### config.mk
export PLATFORM = sky130hd
export DESIGN_NAME = opm_ctrl
export DESIGN_NICKNAME = d
export VERILOG_FILES = /design/src/opm_pkg.sv /design/src/opm_ctrl.sv
export SDC_FILE = /design/constraint.sdc
export NUM_CORES = 1
export LEC_CHECK = 0
export BUFFER_PORTS_ARGS = -buffer_cell sky130_fd_sc_hd__buf_4
export CAP_MARGIN = 15
export CELL_PAD_IN_SITES_DETAIL_PLACEMENT = 1
export CELL_PAD_IN_SITES_GLOBAL_PLACEMENT = 1
export CORE_MARGIN = 3
export CORE_UTILIZATION = 46
export CTS_BUF_LIST = sky130_fd_sc_hd__clkbuf_8 sky130_fd_sc_hd__clkbuf_16
export CTS_CLUSTER_SIZE = 25
export DETAILED_ROUTE_END_ITERATION = 8
export PLACE_DENSITY_LB_ADDON = 0.15
export SLEW_MARGIN = 30
export SYNTH_ARGS = -nofsm -noshare
export SYNTH_HDL_FRONTEND = slang
export SYNTH_SLANG_ARGS = --single-unit
### constraint.sdc
create_clock -name clk -period 3.56 [get_ports clk]
set_clock_uncertainty 0.15 [all_clocks]
set_input_delay 0.712 -clock clk [delete_from_list [all_inputs] [get_ports clk]]
set_output_delay 0.712 -clock clk [all_outputs]
set_load 0.01 [all_outputs]
### src/opm_pkg.sv
// Constants and types for the oscillator and power mode controller.
// Assumes a single 100 MHz system clock domain.
package opm_pkg;

	////////////////////////////////////////////////////////////
	// Clock rate
	localparam int          OPM_CLK_MHZ      = 100;

	// Register offsets
	localparam logic [2:0]  OPM_ADDR_IRC     = 3'h0;
	localparam logic [2:0]  OPM_ADDR_HXC     = 3'h1;
	localparam logic [2:0]  OPM_ADDR_LXC     = 3'h2;
	localparam logic [2:0]  OPM_ADDR_SCC     = 3'h3;
	localparam logic [2:0]  OPM_ADDR_STAT    = 3'h4;

	// Field positions
	localparam int          OPM_EN_BIT       = 0;
	localparam int          OPM_FLAG_BIT     = 1;
	localparam int          OPM_OPT_BIT      = 2;
	localparam int          OPM_FREQ_LSB     = 2;
	localparam int          OPM_CKS_LSB      = 5;
	localparam int          OPM_FHS_BIT      = 3;
	localparam int          OPM_FSS_BIT      = 2;
	localparam int          OPM_KEEP_HI_BIT  = 1;
	localparam int          OPM_KEEP_LO_BIT  = 0;
	localparam int          OPM_ST_PDF_BIT   = 0;
	localparam int          OPM_ST_TO_BIT    = 1;
	localparam int          OPM_ST_HALT_BIT  = 2;
	localparam int          OPM_ST_SLOW_BIT  = 3;

	// Reset values
	localparam logic [7:0]  OPM_IRC_RESET    = 8'h01;
	localparam logic [7:0]  OPM_HXC_RESET    = 8'h00;
	localparam logic [7:0]  OPM_LXC_RESET    = 8'h00;
	localparam logic [7:0]  OPM_SCC_RESET    = 8'h00;

	// Encodings
	localparam logic [2:0]  OPM_CKS_LOW      = 3'h7;
	localparam logic [1:0]  OPM_HIGH_SPEED_INTERNAL_RC_2M      = 2'h0;
	localparam logic [1:0]  OPM_HIGH_SPEED_INTERNAL_RC_4M      = 2'h1;
	localparam logic [1:0]  OPM_HIGH_SPEED_INTERNAL_RC_8M      = 2'h2;
	localparam logic [1:0]  OPM_HIGH_SPEED_INTERNAL_RC_ALIAS   = 2'h3;

	// Oscillator indices
	localparam int          OPM_HIGH_SPEED_INTERNAL_RC         = 0;
	localparam int          OPM_HXT          = 1;
	localparam int          OPM_LXT          = 2;

	// Settling times and their cycle counts (rounded up)
	localparam int          OPM_HIGH_SPEED_INTERNAL_RC_SET_NS  = 1500;
	localparam int          OPM_HXT_SET_NS   = 3000;
	localparam int          OPM_LXT_FAST_NS  = 8000;
	localparam int          OPM_LXT_SLOW_NS  = 30000;
	localparam logic [11:0] OPM_HIGH_SPEED_INTERNAL_RC_SET_CYC = 12'((OPM_HIGH_SPEED_INTERNAL_RC_SET_NS * OPM_CLK_MHZ + 999) / 1000);
	localparam logic [11:0] OPM_HXT_SET_CYC  = 12'((OPM_HXT_SET_NS * OPM_CLK_MHZ + 999) / 1000);
	localparam logic [11:0] OPM_LXT_FAST_CYC = 12'((OPM_LXT_FAST_NS * OPM_CLK_MHZ + 999) / 1000);
	localparam logic [11:0] OPM_LXT_SLOW_CYC = 12'((OPM_LXT_SLOW_NS * OPM_CLK_MHZ + 999) / 1000);

	////////////////////////////////////////////////////////////
	typedef enum logic [2:0] {
		opm_run,
		opm_sleep,
		opm_idle_low,
		opm_idle_both,
		opm_idle_high
	} opm_mode_e;

	typedef struct packed {
		logic       high_speed_internal_rc_en;
		logic [1:0] high_speed_internal_rc_trim;
		logic       hxt_en;
		logic       hxt_high_drive;
		logic       lxt_en;
		logic       lxt_speedup;
		logic       low_speed_internal_rc_en;
	} opm_osc_s;

	typedef struct packed {
		logic       low_speed;
		logic [2:0] div_code;
		logic       high_xtal;
		logic       low_xtal;
	} opm_clk_sel_s;

endpackage

### src/opm_ctrl.sv
// Oscillator enables, stable flags, system clock selection and halt modes.
// Assumes CPU events and register strobes come from logic on clk;
// oscillator settling is timed by counters on clk.
//
// Our own choices: strobed register access and the register offsets.
`timescale 1ns/1ps

module opm_ctrl (
	// Clock and reset
	input  wire logic                  clk,
	input  wire logic                  reset,
	// Register port
	input  wire logic [2:0]            addr,
	input  wire logic [7:0]            wdata,
	input  wire logic                  wr_stb,
	input  wire logic                  rd_stb,
	output logic [7:0]                 rdata,
	// CPU core events
	input  wire logic                  halt_req,
	input  wire logic                  wake_req,
	input  wire logic                  wdt_clear_cmd,
	input  wire logic                  wdt_timeout,
	input  wire logic                  crystal_pins_on,
	// Oscillator and clock controls
	output opm_pkg::opm_osc_s          osc_ctrl,
	output opm_pkg::opm_clk_sel_s      clk_sel,
	output logic [1:0]                 high_speed_internal_rc_freq_active,
	// Power mode status
	output logic                       cpu_hold,
	output logic                       sys_clk_run,
	output logic                       wdt_clear,
	output logic                       power_down_flag,
	output logic                       timeout_flag
);
	import opm_pkg::*;

	////////////////////////////////////////////////////////////
	// Decoding helpers
	function automatic logic is_wr(input logic [2:0] off);
		is_wr = wr_stb && (addr == off);
	endfunction

	function automatic logic [1:0] high_speed_internal_rc_norm(input logic [1:0] f);
		high_speed_internal_rc_norm = (f == OPM_HIGH_SPEED_INTERNAL_RC_ALIAS) ? OPM_HIGH_SPEED_INTERNAL_RC_2M : f;
	endfunction

	function automatic opm_mode_e halt_decode(input logic hi, input logic lo);
		case ({hi, lo})
			2'b00:   halt_decode = opm_sleep;
			2'b01:   halt_decode = opm_idle_low;
			2'b11:   halt_decode = opm_idle_both;
			default: halt_decode = opm_idle_high;
		endcase
	endfunction

	////////////////////////////////////////////////////////////
	// Control registers
	logic       internal_rc_enable;
	logic [1:0] internal_rc_freq_select;
	logic       high_crystal_enable;
	logic       crystal_drive_mode;
	logic       low_crystal_enable;
	logic       low_crystal_speedup;
	logic [2:0] system_clock_source_field;
	logic       high_clock_select;
	logic       low_clock_select;
	logic       halt_keep_high_osc;
	logic       halt_keep_low_osc;
	logic       stable [3];
	logic       drive_locked;
	logic       speedup_locked;

	assign drive_locked   = crystal_pins_on && high_crystal_enable;
	assign speedup_locked = (system_clock_source_field == OPM_CKS_LOW) && low_clock_select;

	always_ff @(posedge clk or posedge reset) begin
		if (reset) begin
			internal_rc_enable      <= OPM_IRC_RESET[OPM_EN_BIT];
			internal_rc_freq_select <= OPM_IRC_RESET[OPM_FREQ_LSB +: 2];
		end else if (is_wr(OPM_ADDR_IRC)) begin
			internal_rc_enable      <= wdata[OPM_EN_BIT];
			internal_rc_freq_select <= wdata[OPM_FREQ_LSB +: 2];
		end
	end

	always_ff @(posedge clk or posedge reset) begin
		if (reset) begin
			high_crystal_enable <= OPM_HXC_RESET[OPM_EN_BIT];
			crystal_drive_mode  <= OPM_HXC_RESET[OPM_OPT_BIT];
		end else if (is_wr(OPM_ADDR_HXC)) begin
			high_crystal_enable <= wdata[OPM_EN_BIT];
			if (!drive_locked) begin
				crystal_drive_mode <= wdata[OPM_OPT_BIT];
			end
		end
	end

	always_ff @(posedge clk or posedge reset) begin
		if (reset) begin
			low_crystal_enable  <= OPM_LXC_RESET[OPM_EN_BIT];
			low_crystal_speedup <= OPM_LXC_RESET[OPM_OPT_BIT];
		end else if (is_wr(OPM_ADDR_LXC)) begin
			low_crystal_enable <= wdata[OPM_EN_BIT];
			if (!speedup_locked) begin
				low_crystal_speedup <= wdata[OPM_OPT_BIT];
			end
		end
	end

	always_ff @(posedge clk or posedge reset) begin
		if (reset) begin
			system_clock_source_field <= OPM_SCC_RESET[OPM_CKS_LSB +: 3];
			high_clock_select         <= OPM_SCC_RESET[OPM_FHS_BIT];
			low_clock_select          <= OPM_SCC_RESET[OPM_FSS_BIT];
			halt_keep_high_osc        <= OPM_SCC_RESET[OPM_KEEP_HI_BIT];
			halt_keep_low_osc         <= OPM_SCC_RESET[OPM_KEEP_LO_BIT];
		end else if (is_wr(OPM_ADDR_SCC)) begin
			system_clock_source_field <= wdata[OPM_CKS_LSB +: 3];
			high_clock_select         <= wdata[OPM_FHS_BIT];
			low_clock_select          <= wdata[OPM_FSS_BIT];
			halt_keep_high_osc        <= wdata[OPM_KEEP_HI_BIT];
			halt_keep_low_osc         <= wdata[OPM_KEEP_LO_BIT];
		end
	end

	////////////////////////////////////////////////////////////
	// Halt mode sequencing
	opm_mode_e mode;
	opm_mode_e next_mode;
	logic      halt_enter;

	assign halt_enter = (mode == opm_run) && halt_req;

	always_comb begin
		next_mode = mode;
		case (mode)
			opm_run: begin
				if (halt_req) begin
					next_mode = halt_decode(halt_keep_high_osc, halt_keep_low_osc);
				end
			end
			default: begin
				if (wake_req) begin
					next_mode = opm_run;
				end
			end
		endcase
	end

	always_ff @(posedge clk or posedge reset) begin
		if (reset) begin
			mode        <= opm_run;
			cpu_hold    <= 1'b0;
			sys_clk_run <= 1'b1;
		end else begin
			mode        <= next_mode;
			cpu_hold    <= next_mode != opm_run;
			sys_clk_run <= next_mode == opm_run;
		end
	end

	// Halt entry wins over a same-cycle power-down flag clear; a time-out set wins over halt entry
	always_ff @(posedge clk or posedge reset) begin
		if (reset) begin
			power_down_flag <= 1'b0;
			timeout_flag    <= 1'b0;
			wdt_clear       <= 1'b0;
		end else begin
			wdt_clear <= halt_enter;
			if (halt_enter) begin
				power_down_flag <= 1'b1;
			end else if (wdt_clear_cmd) begin
				power_down_flag <= 1'b0;
			end
			if (wdt_timeout) begin
				timeout_flag <= 1'b1;
			end else if (halt_enter) begin
				timeout_flag <= 1'b0;
			end
		end
	end

	////////////////////////////////////////////////////////////
	// Oscillator drive
	opm_osc_s next_osc;
	logic     high_kept;
	logic     low_kept;

	assign high_kept = (next_mode == opm_run) || (next_mode == opm_idle_both) || (next_mode == opm_idle_high);
	assign low_kept  = (next_mode == opm_run) || (next_mode == opm_idle_both) || (next_mode == opm_idle_low);

	always_comb begin
		next_osc                = '0;
		next_osc.high_speed_internal_rc_en        = internal_rc_enable && high_kept;
		next_osc.high_speed_internal_rc_trim      = high_speed_internal_rc_norm(internal_rc_freq_select);
		next_osc.hxt_en         = high_crystal_enable && high_kept;
		next_osc.hxt_high_drive = crystal_drive_mode;
		next_osc.lxt_en         = low_crystal_enable && low_kept;
		next_osc.lxt_speedup    = low_crystal_speedup;
		// Low RC runs in every mode from the first clock after reset: it clocks the watchdog
		next_osc.low_speed_internal_rc_en        = 1'b1;
	end

	always_ff @(posedge clk or posedge reset) begin
		if (reset) begin
			osc_ctrl <= '0;
		end else begin
			osc_ctrl <= next_osc;
		end
	end

	////////////////////////////////////////////////////////////
	// Settle counters
	logic [2:0]  osc_on;
	logic [2:0]  osc_on_q;
	logic [1:0]  trim_q;
	logic [2:0]  osc_restart;
	logic [11:0] settle_target [3];
	logic [11:0] settle_cnt [3];

	assign osc_on = {osc_ctrl.lxt_en, osc_ctrl.hxt_en, osc_ctrl.high_speed_internal_rc_en};

	always_ff @(posedge clk or posedge reset) begin
		if (reset) begin
			osc_on_q <= 3'h0;
			trim_q   <= OPM_HIGH_SPEED_INTERNAL_RC_2M;
		end else begin
			osc_on_q <= osc_on;
			trim_q   <= osc_ctrl.high_speed_internal_rc_trim;
		end
	end

	// A retune counts as a restart: the RC re-settles at its new rate
	always_comb begin
		osc_restart           = osc_on & ~osc_on_q;
		osc_restart[OPM_HIGH_SPEED_INTERNAL_RC] = osc_restart[OPM_HIGH_SPEED_INTERNAL_RC] | (osc_ctrl.high_speed_internal_rc_trim != trim_q);
		settle_target[OPM_HIGH_SPEED_INTERNAL_RC] = OPM_HIGH_SPEED_INTERNAL_RC_SET_CYC;
		settle_target[OPM_HXT]  = OPM_HXT_SET_CYC;
		settle_target[OPM_LXT]  = osc_ctrl.lxt_speedup ? OPM_LXT_FAST_CYC : OPM_LXT_SLOW_CYC;
	end

	for (genvar g = 0; g < 3; g++) begin : g_settle
		always_ff @(posedge clk or posedge reset) begin
			if (reset) begin
				settle_cnt[g] <= 12'h000;
				stable[g]     <= 1'b0;
			end else if (!osc_on[g] || osc_restart[g]) begin
				settle_cnt[g] <= 12'h000;
				stable[g]     <= 1'b0;
			end else if (!stable[g]) begin
				settle_cnt[g] <= settle_cnt[g] + 12'h001;
				if (settle_cnt[g] == settle_target[g] - 12'h001) begin
					stable[g] <= 1'b1;
				end
			end
		end
	end

	always_ff @(posedge clk or posedge reset) begin
		if (reset) begin
			high_speed_internal_rc_freq_active <= OPM_HIGH_SPEED_INTERNAL_RC_2M;
		end else if (stable[OPM_HIGH_SPEED_INTERNAL_RC] && !osc_restart[OPM_HIGH_SPEED_INTERNAL_RC]) begin
			high_speed_internal_rc_freq_active <= osc_ctrl.high_speed_internal_rc_trim;
		end
	end

	////////////////////////////////////////////////////////////
	// System clock selection
	logic req_low;
	logic high_ok;
	logic low_ok;

	assign req_low = system_clock_source_field == OPM_CKS_LOW;
	assign high_ok = high_clock_select ? stable[OPM_HXT] : stable[OPM_HIGH_SPEED_INTERNAL_RC];
	assign low_ok  = low_clock_select ? stable[OPM_LXT] : 1'b1;

	// Old selection stays until the target oscillator is stable
	always_ff @(posedge clk or posedge reset) begin
		if (reset) begin
			clk_sel <= '0;
		end else if (req_low ? low_ok : high_ok) begin
			clk_sel.low_speed <= req_low;
			clk_sel.div_code  <= system_clock_source_field;
			clk_sel.high_xtal <= high_clock_select;
			clk_sel.low_xtal  <= low_clock_select;
		end
	end

	////////////////////////////////////////////////////////////
	// Register read
	logic [7:0] read_mux;

	always_comb begin
		read_mux = 8'h00;
		case (addr)
			OPM_ADDR_IRC: begin
				read_mux[OPM_EN_BIT]        = internal_rc_enable;
				read_mux[OPM_FLAG_BIT]      = stable[OPM_HIGH_SPEED_INTERNAL_RC];
				read_mux[OPM_FREQ_LSB +: 2] = internal_rc_freq_select;
			end
			OPM_ADDR_HXC: begin
				read_mux[OPM_EN_BIT]   = high_crystal_enable;
				read_mux[OPM_FLAG_BIT] = stable[OPM_HXT];
				read_mux[OPM_OPT_BIT]  = crystal_drive_mode;
			end
			OPM_ADDR_LXC: begin
				read_mux[OPM_EN_BIT]   = low_crystal_enable;
				read_mux[OPM_FLAG_BIT] = stable[OPM_LXT];
				read_mux[OPM_OPT_BIT]  = low_crystal_speedup;
			end
			OPM_ADDR_SCC: begin
				read_mux[OPM_CKS_LSB +: 3]  = system_clock_source_field;
				read_mux[OPM_FHS_BIT]       = high_clock_select;
				read_mux[OPM_FSS_BIT]       = low_clock_select;
				read_mux[OPM_KEEP_HI_BIT]   = halt_keep_high_osc;
				read_mux[OPM_KEEP_LO_BIT]   = halt_keep_low_osc;
			end
			OPM_ADDR_STAT: begin
				read_mux[OPM_ST_PDF_BIT]  = power_down_flag;
				read_mux[OPM_ST_TO_BIT]   = timeout_flag;
				read_mux[OPM_ST_HALT_BIT] = cpu_hold;
				read_mux[OPM_ST_SLOW_BIT] = clk_sel.low_speed;
			end
			default: read_mux = 8'h00;
		endcase
	end

	always_ff @(posedge clk or posedge reset) begin
		if (reset) begin
			rdata <= 8'h00;
		end else begin
			rdata <= rd_stb ? read_mux : 8'h00;
		end
	end
endmodule

Yosys cells after proc, flatten, opt, wreduce, memory -nomap -nowiden
Index checks and enable logic that the tools add are counted.

Bits in registers: 90. Bits in latches: 0. Memory bits (writable): 0. Memory bits (read-only): 0. Input bits: 20. Output and inout port bits: 29. Logic and storage cells: 127. Memories kept: 0.

$add $sub $neg: 4. Multiply operators: 0. Divide/modulo/power cells: 0. $lt $le $gt $ge: 0. Eq/ne operators: 18. Shifts and indexed selects: 0. Muxes and demuxes: 32. Bitwise logic cells: 5. Reductions and logical operators: 30.

Operators by type and width (number): 2-to-1 mux 12 bit (7); adder 12 x 1 -> 12 bit (second input constant) (3); 2-to-1 mux 1 bit (16); case mux 3 bit (5 select lines) (1); equality test 12 bit (1); equality test 12 x 8 -> 1 bit (second input constant) (1); equality test 12 x 9 -> 1 bit (second input constant) (1); equality test 3 x 2 -> 1 bit (second input constant) (4); 2-to-1 mux 3 bit (4); subtractor 12 x 1 -> 12 bit (second input constant) (1); logical AND 1 bit (11); equality test 3 bit (second input constant) (3); zero test 3 bit (3); case mux 3 bit (3 select lines) (1); 2-to-1 mux 8 bit (1); logical OR 1 bit (6); inequality test 2 x 1 -> 1 bit (second input constant) (3); equality test 2 bit (second input constant) (2); zero test 1 bit (4); AND reduction 2 bit (2); nonzero test 2 bit (2); AND 3 bit (1); equality test 3 x 1 -> 1 bit (second input constant) (1); inverter 3 bit (1); other kinds (8) (9).

Depth between registers and ports, before layout
Gate-level depths: netlist of run 1.

Depth in word-level cells: 8. Depth in mapped cells: 6. Gate-level depth less buffers: 6.

Least setup slack after synthesis of run 1
Ideal clock, no wire load.

Path kind: input to register. Start point: input port addr[2]. End point: register low_crystal_speedup. Setup time: 0.125 ns. Arrival time: 1.646 ns. Required time: 3.285 ns. Path slack: 1.640 ns. Stages: 5. Buffers on the path: 1. Cell sequence: clkbuf_1 nor2b_1 nand3b_1 a21oi_1 mux2_2.

Cells in the longest elaborated chain, start to end: 3.

Ends and longest elaborated chain: start: declaration (line opm_ctrl.sv:13) `input wire logic [2:0] addr,`; equality test 3 x 2 -> 1 bit (line opm_ctrl.sv:40) `is_wr = wr_stb && (addr == off);`; logical AND 1 bit (line opm_ctrl.sv:40); AND reduction 2 bit (no source line); end signal: assignment (line opm_ctrl.sv:101) `low_crystal_speedup <= OPM_LXC_RESET[OPM_OPT_BIT];`; end signal: assignment (line opm_ctrl.sv:105) `low_crystal_speedup <= wdata[OPM_OPT_BIT];`; end: declaration (line opm_ctrl.sv:63) `logic low_crystal_speedup;`.

No other way between the ends. A chain may end at the register's enable or synchronous reset.

==> impl_metrics.yaml, run 1 <==
status:
  status: "completed"
placed_design:
  dp_hpwl_um: 6240
  io_buffers: 46
  gp_congestion: 0.794
  dp_cells: 508
detailed_routing:
  firstDrtPassIters: 4
  wl_met2_um: 4410
  met3_wirelength_um: 262
  wire_per_inst_um: 16.6
  highest_layer: "met4"
  drtIter0Drc: 73
  drc_errors: 0
  wirelength_um: 8690
  num_vias: 2867
  viasPerCell: 5.47
  wl_met1_um: 3830
  detail-route-antenna-nets: 0
synthesis:
  synth_edf_count: 0
  async_flop_share_pct: 100
  synthCells: 364
  ys_types: 50
  synth_flop_cell: "dfrtp_1"
  synth_nets: 391
  syn_area_mm2: 0.00405
  ys_ff_latch: 89
  yosysWarnings: 0
  syn_avg_cell_area_um2: 11.1
  ys_seq_area_share_pct: 55.1
cells_and_area:
  syn2layout_area_growth_pct: 17.0
  final_nets: 441
  finalNonFillerCells: 524
  drive_above_1_share_pct: 23.6
  antenna_cells: 0
floorplan:
  io_pins: 49
  initial_core_util_pct: 48.3
  rows: 33
  die_area_mm2: 0.00996
  dieWidth_um: 99.8
  placeableCoreArea_mm2: 0.00838
  die_h_um: 99.8
timing:
  hold_viol_final: 0
  post-route-min-period_ps: 1980
  fin_hold_ws_ps: 269
  rsz0062_at_grt: "no"
  worstMarginPinSlew_ps: 719
  slew_headroom_pct: 52.0
  fin_setup_tns_ps: 0
  setup_viol: 0
  max_clock_freq_ghz: 0.504
  drv_slew: 0
  fin_crit_sh_pct: 55.7
grt:
  grt_first_pass_wirelength_um: 15000
  grt_max_degree: 43
  overflow: 0
  grt_pass1_vias: 3031
  grt_usage_pct: 19.0
  grt_antenna_before_repair: 0
worst_setup_path:
  reg2reg_from: "halt_keep_high_osc$_DFFE_PP0P_"
  r2r_setup_slack_ps: 1580
  critPathMaxFanout: 5
  path_cells: "inv_1 > ha_1 > nor4bb_1 > o2111ai_1 > o21a_1 > and3_1"
  cp_top_family: "simple AND/OR/NAND/NOR gates"
  timing.rr.end: "osc_ctrl[7]$_DFF_PP0_"
  path_class: "register to register"
  start_kind: "register"
  r2r_cells: 6
  end_kind: "register"
  crit_path_max_incr_delay_ps: 450
  crit_required_ps: 3650
  timing.critical_path.buf_inv: 1
  cpMaxStageDelayCell: "dfrtp_1"
  crit_arrival_ps: 2070
power_and_ir_drop:
  p_leak_nw: 2.11
  power_density_mw_per_mm2: 566
  vdd_ir_drop_max_uv: 318
clock_network:
  clk_path_buf_depth: 2
  cts_tree: "yes"
  clock_latency_ps: 360
  cts_buffers: 9
  ctsHoldBuffers: 0
  clkSinkCount: 89
  htree_levels: 3
  clock-root-buffer: "clkbuf_8"
  clk_pin_slew_worst_paths_ps: 100
  post-cts-setup-buffers: 0
  ctsResizeCount: 0
min_path:
  hold_path_depth: 0
  min_from: "osc_ctrl[4]$_DFF_PP0_"
  hold-path-endpoint: "osc_on_q[1]$_DFF_PP0_"
  hold_path_class: "register to register"
run:
  drv_cap: 0
[logic make-up (layout without fill, tap and decap cells)]
| family | Yosys count | in the layout | share of synthesized area [%] |
|---|---|---|---|
| other | 2 | 2 | 0.186 |
| buffers and inverters | 27 | 82 | 2.72 |
| multiplexers | 26 | 26 | 7.17 |
| adder cells (fa/ha/maj) | 7 | 7 | 2.16 |
| flip-flops | 89 | 89 | 55.1 |
| AO/OA/AOI/OAI | 43 | 43 | 6.87 |
| XOR/XNOR | 30 | 30 | 6.49 |
| AND/OR/NAND/NOR | 140 | 140 | 19.3 |
[flip-flops by register name, indices dropped and copies added (netlist names), 2 cells and up]
register,flops
clk_sel,6
high_speed_internal_rc_freq_active,2
internal_rc_freq_select,2
mode,3
osc_ctrl,8
osc_on_q,3
rdata,7
settle_cnt,36
stable,3
system_clock_source_field,3
trim_q,2
[worst reg2reg max path: cells and delay by family, from the launching register on]
family / cells / cell delay (ps)
simple gates: 2 / 600
buf+inv: 1 / 70
fa+ha+maj: 1 / 290
compound gates: 2 / 310
flops: 1 / 450
[layout by cell type (no fill, tap or decap), types with 3 or more instances in the layout]
| master | netlist | layout |
|---|---|---|
| a21oi_1 | 14 | 14 |
| a22oi_1 | 4 | 4 |
| and2_1 | 7 | 7 |
| and3_1 | 3 | 3 |
| buf_4 | 1 | 49 |
| clkbuf_8 | 0 | 9 |
| dfrtp_1 | 87 | 87 |
| ha_1 | 7 | 7 |
| inv_1 | 17 | 16 |
| mux2_2 | 24 | 24 |
| nand2_1 | 16 | 16 |
| nand3_1 | 12 | 12 |
| nand3b_1 | 4 | 4 |
| nand4_1 | 4 | 4 |
| nor2_1 | 42 | 42 |
| nor2b_1 | 10 | 10 |
| nor3_1 | 13 | 13 |
| nor4_1 | 7 | 7 |
| nor4bb_1 | 3 | 3 |
| o21ai_0 | 10 | 10 |
| o22ai_1 | 3 | 3 |
| or3_1 | 5 | 5 |
| xnor2_1 | 19 | 19 |
| xor2_1 | 11 | 11 |
[final cells by class]
type	instances	area, um2
fill	912	3650
sequential	89	2230
multi-input combinational	248	1710
timing repair buffer	49	368
tap	105	131
clock buffer	9	124
clock inverter	7	109
inverter	17	65.1
[worst max path at each step]
stage	cells past startpoint	from	to	slack, ps
floorplan	1	reset	clk_sel[0]$_DFFE_PP0P_	390
global placement	4	addr[2]	system_clock_source_field[0]$_DFFE_PP0P_	1490
detailed placement	4	addr[2]	high_clock_select$_DFFE_PP0P_	1420
CTS	6	halt_keep_high_osc$_DFFE_PP0P_	osc_ctrl[7]$_DFF_PP0_	1570
global route	6	halt_keep_high_osc$_DFFE_PP0P_	osc_ctrl[7]$_DFF_PP0_	1390
finish	6	halt_keep_high_osc$_DFFE_PP0P_	osc_ctrl[7]$_DFF_PP0_	1580
[synth_stat cells, types with 3 or more instances]
cell type,n,area share (%)
a21oi_1,14,1.7
o22ai_1,3,0.46
mux2_2,24,6.7
buf_2,4,0.49
and3_1,3,0.46
nand3b_1,4,0.74
xnor2_1,19,4.1
o21ai_0,10,1.2
inv_1,17,1.6
or3_1,5,0.77
clkbuf_1,5,0.46
nor2b_1,10,1.5
nor3_1,13,1.6
nand4_1,4,0.62
ha_1,7,2.2
xor2_1,11,2.4
nor4_1,7,1.1
nand2_1,16,1.5
and2_1,7,1.1
nor2_1,42,3.9
dfrtp_1,87,54
nand3_1,12,1.5
a22oi_1,4,0.74
nor4bb_1,3,0.74
[layer usage]
| layer | vias to the layer above | track usage (%) |
|---|---|---|
| met4 | 0 | 6.41 |
| met1 | 1448 | 24.0 |
| met3 | 13 | 4.45 |
| li1 | 1356 | - |
| met5 | - | 0 |
| met2 | 50 | 32.1 |
[power by group]
group          total [mW]  internal, mW  switching [mW]
registers            1.32          1.18           0.143
clock network       0.799         0.412           0.387
logic               0.557         0.282           0.274
[through the flow]
stage	worst slack [ps]	utilization (%)	area, um2	power (mW)
finish	1580	56.5	4730	2.68
CTS	1570	56.5	4730	2.73
detailed placement	1420	53.7	4500	1.91
floorplan	394	-	4050	1.64
global placement	1490	53.7	4500	1.88
global route	1390	56.5	4730	2.84
Note: power is estimated with default switching activity, not from simulation.
==> run 2: changes to the inputs <==
==> constraint.sdc (replaced) <==
create_clock -name clk -period 1.9 [get_ports clk]
set_clock_uncertainty 0.15 [all_clocks]
set_input_delay 0.38 -clock clk [delete_from_list [all_inputs] [get_ports clk]]
set_output_delay 0.38 -clock clk [all_outputs]
set_load 0.01 [all_outputs]
==> impl_metrics.yaml, run 2 (synthesis gave the netlist of run 1 again) <==
timing:
  rsz0062_at_grt: "no"
  max_clock_freq_ghz: 0.566
  fin_setup_tns_ps: 0
  setup_viol: 0
  fin_hold_ws_ps: 40.3
  drv_slew: 0
  post-route-min-period_ps: 1770
  fin_crit_sh_pct: 93.0
  hold_viol_final: 0
cells_and_area:
  final_nets: 446
  antenna_cells: 0
  syn2layout_area_growth_pct: 19.2
  mostFrequentLayoutCells: "dfrtp_1 (87), buf_4 (51), nor2_1 (41)"
  stdcell_area_mm2: 0.00482
  reg_top3: "settle_cnt x36, osc_ctrl x8, rdata x7"
  final_util_pct: 57.6
  drive_above_1_share_pct: 25.0
  largest_register: "settle_cnt"
  final_common_cell: "dfrtp_1"
  largest_reg_flops: 36
detailed_routing:
  drtIter0Drc: 79
  viasPerCell: 5.44
  detail-route-antenna-nets: 0
  wire_per_inst_um: 17.2
  firstDrtPassIters: 4
  num_vias: 2880
  wirelength_um: 9080
  drc_errors: 0
placed_design:
  placed_area_mm2: 0.00456
  gp_congestion: 0.736
  dp_hpwl_um: 6600
  io_buffers: 46
worst_setup_path:
  critPathMaxFanout: 5
  start_kind: "register"
  r2r_cells: 5
  path_class: "register to register"
  crit_arrival_ps: 1870
  timing.critical_path.buf_inv: 0
  end_kind: "register"
  r2r_setup_slack_ps: 130
  timing.rr.end: "osc_ctrl[4]$_DFF_PP0_"
  startpoint: "halt_keep_low_osc$_DFFE_PP0P_"
  crit_path_max_incr_delay_ps: 420
  crit_required_ps: 2000
  cpMaxStageDelayCell: "dfrtp_1"
  reg2reg_from: "halt_keep_low_osc$_DFFE_PP0P_"
  path_cells: "ha_1 > nor4bb_4 > o2111ai_1 > o21a_1 > and3_1"
  cp_top_family: "simple AND/OR/NAND/NOR gates"
floorplan:
  placeableCoreArea_mm2: 0.00838
  dieWidth_um: 99.8
  io_pins: 49
  initial_core_util_pct: 48.3
  rows: 33
  die_area_mm2: 0.00996
  die_h_um: 99.8
clock_network:
  cts_tree: "yes"
  clock-root-buffer: "clkbuf_8"
  clk_pin_slew_worst_paths_ps: 90
  clock_latency_ps: 360
  htree_levels: 3
  cts_buffers: 9
  clk_path_buf_depth: 2
  clkSinkCount: 89
grt:
  grt_pass1_vias: 3040
  grt_use_met1_pct: 25.8
  grt_max_degree: 49
  grt_antenna_before_repair: 0
  grt_usage_pct: 19.7
  grt.busiest_layer: "met2"
  grtUsageMet3_pct: 5.07
  grtUsageMet2_pct: 32.7
  grt_first_pass_wirelength_um: 15500
  overflow: 0
min_path:
  hold_path_depth: 2
  hold-path-endpoint: "power_down_flag$_DFFE_PP0P_"
  min_from: "wdt_clear_cmd"
  hold_path_class: "input pin to register"
run:
  drv_cap: 0
status:
  status: "completed"
power_and_ir_drop:
  p_leak_nw: 2.15
  vdd_ir_drop_max_uv: 658
  power.total_mw: 5.10
  power_density_mw_per_mm2: 1060
run 2: layout make-up:
type	instances	area, um2
Tap cell	105	131
Clock buffer	10	138
Sequential cell	89	2230
Multi-Input combinational cell	248	1730
Timing Repair Buffer	54	433
Inverter	17	67.6
Clock inverter	6	97.6
Fill cell	916	3560
run 2: per-layer routing:
layer | vias up | routed length (um)
met4 | 0 | 53
met5 | - | 0
met3 | 6 | 326
met1 | 1466 | 3930
met2 | 48 | 4770
li1 | 1360 | -
run 2: worst max path at each step:
stage / endpoint / slack [ps] / depth (start not counted)
floorplan: osc_ctrl[4]$_DFF_PP0_ / 220 / 6
global placement: osc_ctrl[7]$_DFF_PP0_ / 130 / 5
global route: osc_ctrl[4]$_DFF_PP0_ / 6 / 5
finish: osc_ctrl[4]$_DFF_PP0_ / 130 / 5
detailed placement: osc_ctrl[4]$_DFF_PP0_ / 80 / 5
CTS: osc_ctrl[4]$_DFF_PP0_ / 50 / 5
run 2: worst reg2reg max path: cells and delay by family (launching register included):
| kind | cells | cell delay [ps] |
|---|---|---|
| AOI/OAI and AO/OA | 2 | 290 |
| adders and majority gates | 1 | 320 |
| DFF | 1 | 420 |
| and+or+nand+nor | 2 | 490 |
run 2: where the power goes:
| part | internal (mW) | switching, mW |
|---|---|---|
| sequential | 2.21 | 0.283 |
| combinational | 0.563 | 0.532 |
| clock | 0.795 | 0.714 |
| total | 3.57 | 1.53 |
run 2: timing repair:
action                     CTS  global route
gates resized for setup      0             4
hold buffers                 1             0
buffers inserted             0             0
setup endpoints to repair    0             6
hold endpoints to repair    17             0
run 2: per-stage QoR:
stage                     instances  setup slack, ps
after floorplan                 364              218
after global placement          512              127
after detailed placement        512             78.6
after CTS                       529             53.2
after global routing            529             5.51
final                           529              133
==> run 3: changes to the inputs <==
--- a/config.mk
+++ b/config.mk
@@ -14,6 +14,7 @@
 export CTS_BUF_LIST = sky130_fd_sc_hd__clkbuf_8 sky130_fd_sc_hd__clkbuf_16
 export CTS_CLUSTER_SIZE = 25
 export DETAILED_ROUTE_END_ITERATION = 8
+export GPL_TIMING_DRIVEN = 0
 export PLACE_DENSITY_LB_ADDON = 0.15
 export SLEW_MARGIN = 30
 export SYNTH_ARGS = -nofsm -noshare
==> impl_metrics.yaml, run 3 (synthesis gave the netlist of run 1 again) <==
status:
  status: "completed"
cells_and_area:
  largest_reg_flops: 36
  mostFrequentLayoutCells: "dfrtp_1 (87), buf_4 (48), nor2_1 (41)"
  largest_register: "settle_cnt"
  drive_above_1_share_pct: 25.1
  final_common_cell: "dfrtp_1"
  final_util_pct: 57.7
  reg_top3: "settle_cnt x36, osc_ctrl x8, rdata x7"
  antenna_cells: 0
  syn2layout_area_growth_pct: 19.4
  final_nets: 453
placed_design:
  dp_hpwl_um: 6560
  preCtsSetupSlack_ps: -54.6
  gp_congestion: 0.764
  io_buffers: 45
power_and_ir_drop:
  power.total_mw: 4.89
  power_density_mw_per_mm2: 1010
  vdd_ir_drop_max_uv: 677
  p_leak_nw: 2.15
timing:
  hold_viol_final: 0
  drv_slew: 0
  setup_slack_ps: 113
  post-route-min-period_ps: 1790
  fin_crit_sh_pct: 94.0
  max_clock_freq_ghz: 0.560
  setup_viol: 0
worst_setup_path:
  path_cells: "or4b_4 > o21ai_4 > nor2b_2 > nor3b_2"
  crit_required_ps: 2030
  crit_path_max_incr_delay_ps: 620
  cp_top_family: "simple AND/OR/NAND/NOR gates"
  timing.critical_path.buf_inv: 0
  end_kind: "register"
  crit_cells: 4
  crit_arrival_ps: 1920
  path_class: "register to register"
  start_kind: "register"
  r2r_cells: 4
  critPathMaxFanout: 5
  cpMaxStageDelayCell: "or4b_4"
detailed_routing:
  wirelength_um: 8860
  firstDrtPassIters: 4
  drtIter0Drc: 55
  detail-route-antenna-nets: 0
  num_vias: 2883
  wire_per_inst_um: 16.5
  viasPerCell: 5.38
  drc_errors: 0
grt:
  overflow: 0
  grt_max_degree: 31
  grt_first_pass_wirelength_um: 15000
  grt_usage_pct: 19.1
  grt_pass1_vias: 3052
  grt_antenna_before_repair: 0
floorplan:
  die_h_um: 99.8
  dieWidth_um: 99.8
  initial_core_util_pct: 48.3
  die_area_mm2: 0.00996
  placeableCoreArea_mm2: 0.00838
  rows: 33
  io_pins: 49
clock_network:
  cts_tree: "yes"
  clock-root-buffer: "clkbuf_8"
  clk_path_buf_depth: 2
  cts_buffers: 9
  clkSinkCount: 89
  clock_latency_ps: 370
  clk_pin_slew_worst_paths_ps: 100
  htree_levels: 3
run:
  drv_cap: 0
min_path:
  hold_path_depth: 2
  hold_path_class: "input pin to register"
==> run 3: cell count changes in the layout (fill, tap and decap cells not counted), moves of 2 or more <==
cell       delta
buf_16        +2
clkbuf_1      +5
buf_2         +4
inv_8         +2
bufinv_16     -2
buf_4         -3
==> run 3: area by class of cell <==
type,instances,area (um2)
sequential,89,2230
fill,934,3550
clock buffer,9,124
clock inverter,7,67.6
inverter,17,67.6
tap,105,131
buffer,10,46.3
multi-input combinational,248,1730
timing repair buffer,51,438
==> run 3: worst paths after layout <==
check / end / slack (ps) / startpoint
max: osc_ctrl[2]$_DFF_PP0_ / 110 / mode[1]$_DFF_PP0_
min: timeout_flag$_DFFE_PP0P_ / 40 / wdt_timeout
max reg2reg: osc_ctrl[2]$_DFF_PP0_ / 110 / mode[1]$_DFF_PP0_
min reg2reg: osc_on_q[1]$_DFF_PP0_ / 260 / osc_ctrl[4]$_DFF_PP0_
max in group asynchronous: internal_rc_enable$_DFFE_PP1P_ / 440 / reset
min in group asynchronous: settle_cnt[16]$_DFFE_PP0P_ / 450 / reset
==> run 3: routing by layer <==
metal  vias to the layer above  global-route usage (%)  part of all wire [%]
met1                      1458                    25.0                    46
met2                        37                    32.2                    50
met4                         0                    4.10                  0.82
li1                       1381                       -                     -
met3                         7                    5.14                   3.1
met5                         -                       0                     0
==> run 3: metrics by stage <==
stage / std cells / area, um2 / hold slack, ps / setup TNS [ps]
CTS: 534 / 4810 / 32.3 / 0
floorplan: 364 / 4050 / 217 / 0
detailed placement: 517 / 4590 / 245 / -96.3
global placement: 514 / 4520 / 242 / -24490
finish: 536 / 4830 / 41.4 / 0
global route: 536 / 4830 / 17.5 / -6.70
==> run 3: repair_timing <==
| item | in CTS | in global routing |
|---|---|---|
| endpoints found under the setup margin | 3 | 7 |
| hold endpoints to repair | 17 | 0 |
| resized for setup | 2 | 2 |
| setup buffers | 0 | 2 |
| pin swaps | 0 | 1 |
| hold buffers | 1 | 0 |
| gates cloned | 0 | 0 |
==> run 3: where the power goes <==
group,switching (mW),internal (mW),total (mW)
registers,0.277,2.21,2.49
clock network,0.766,0.514,1.28
logic,0.539,0.578,1.12
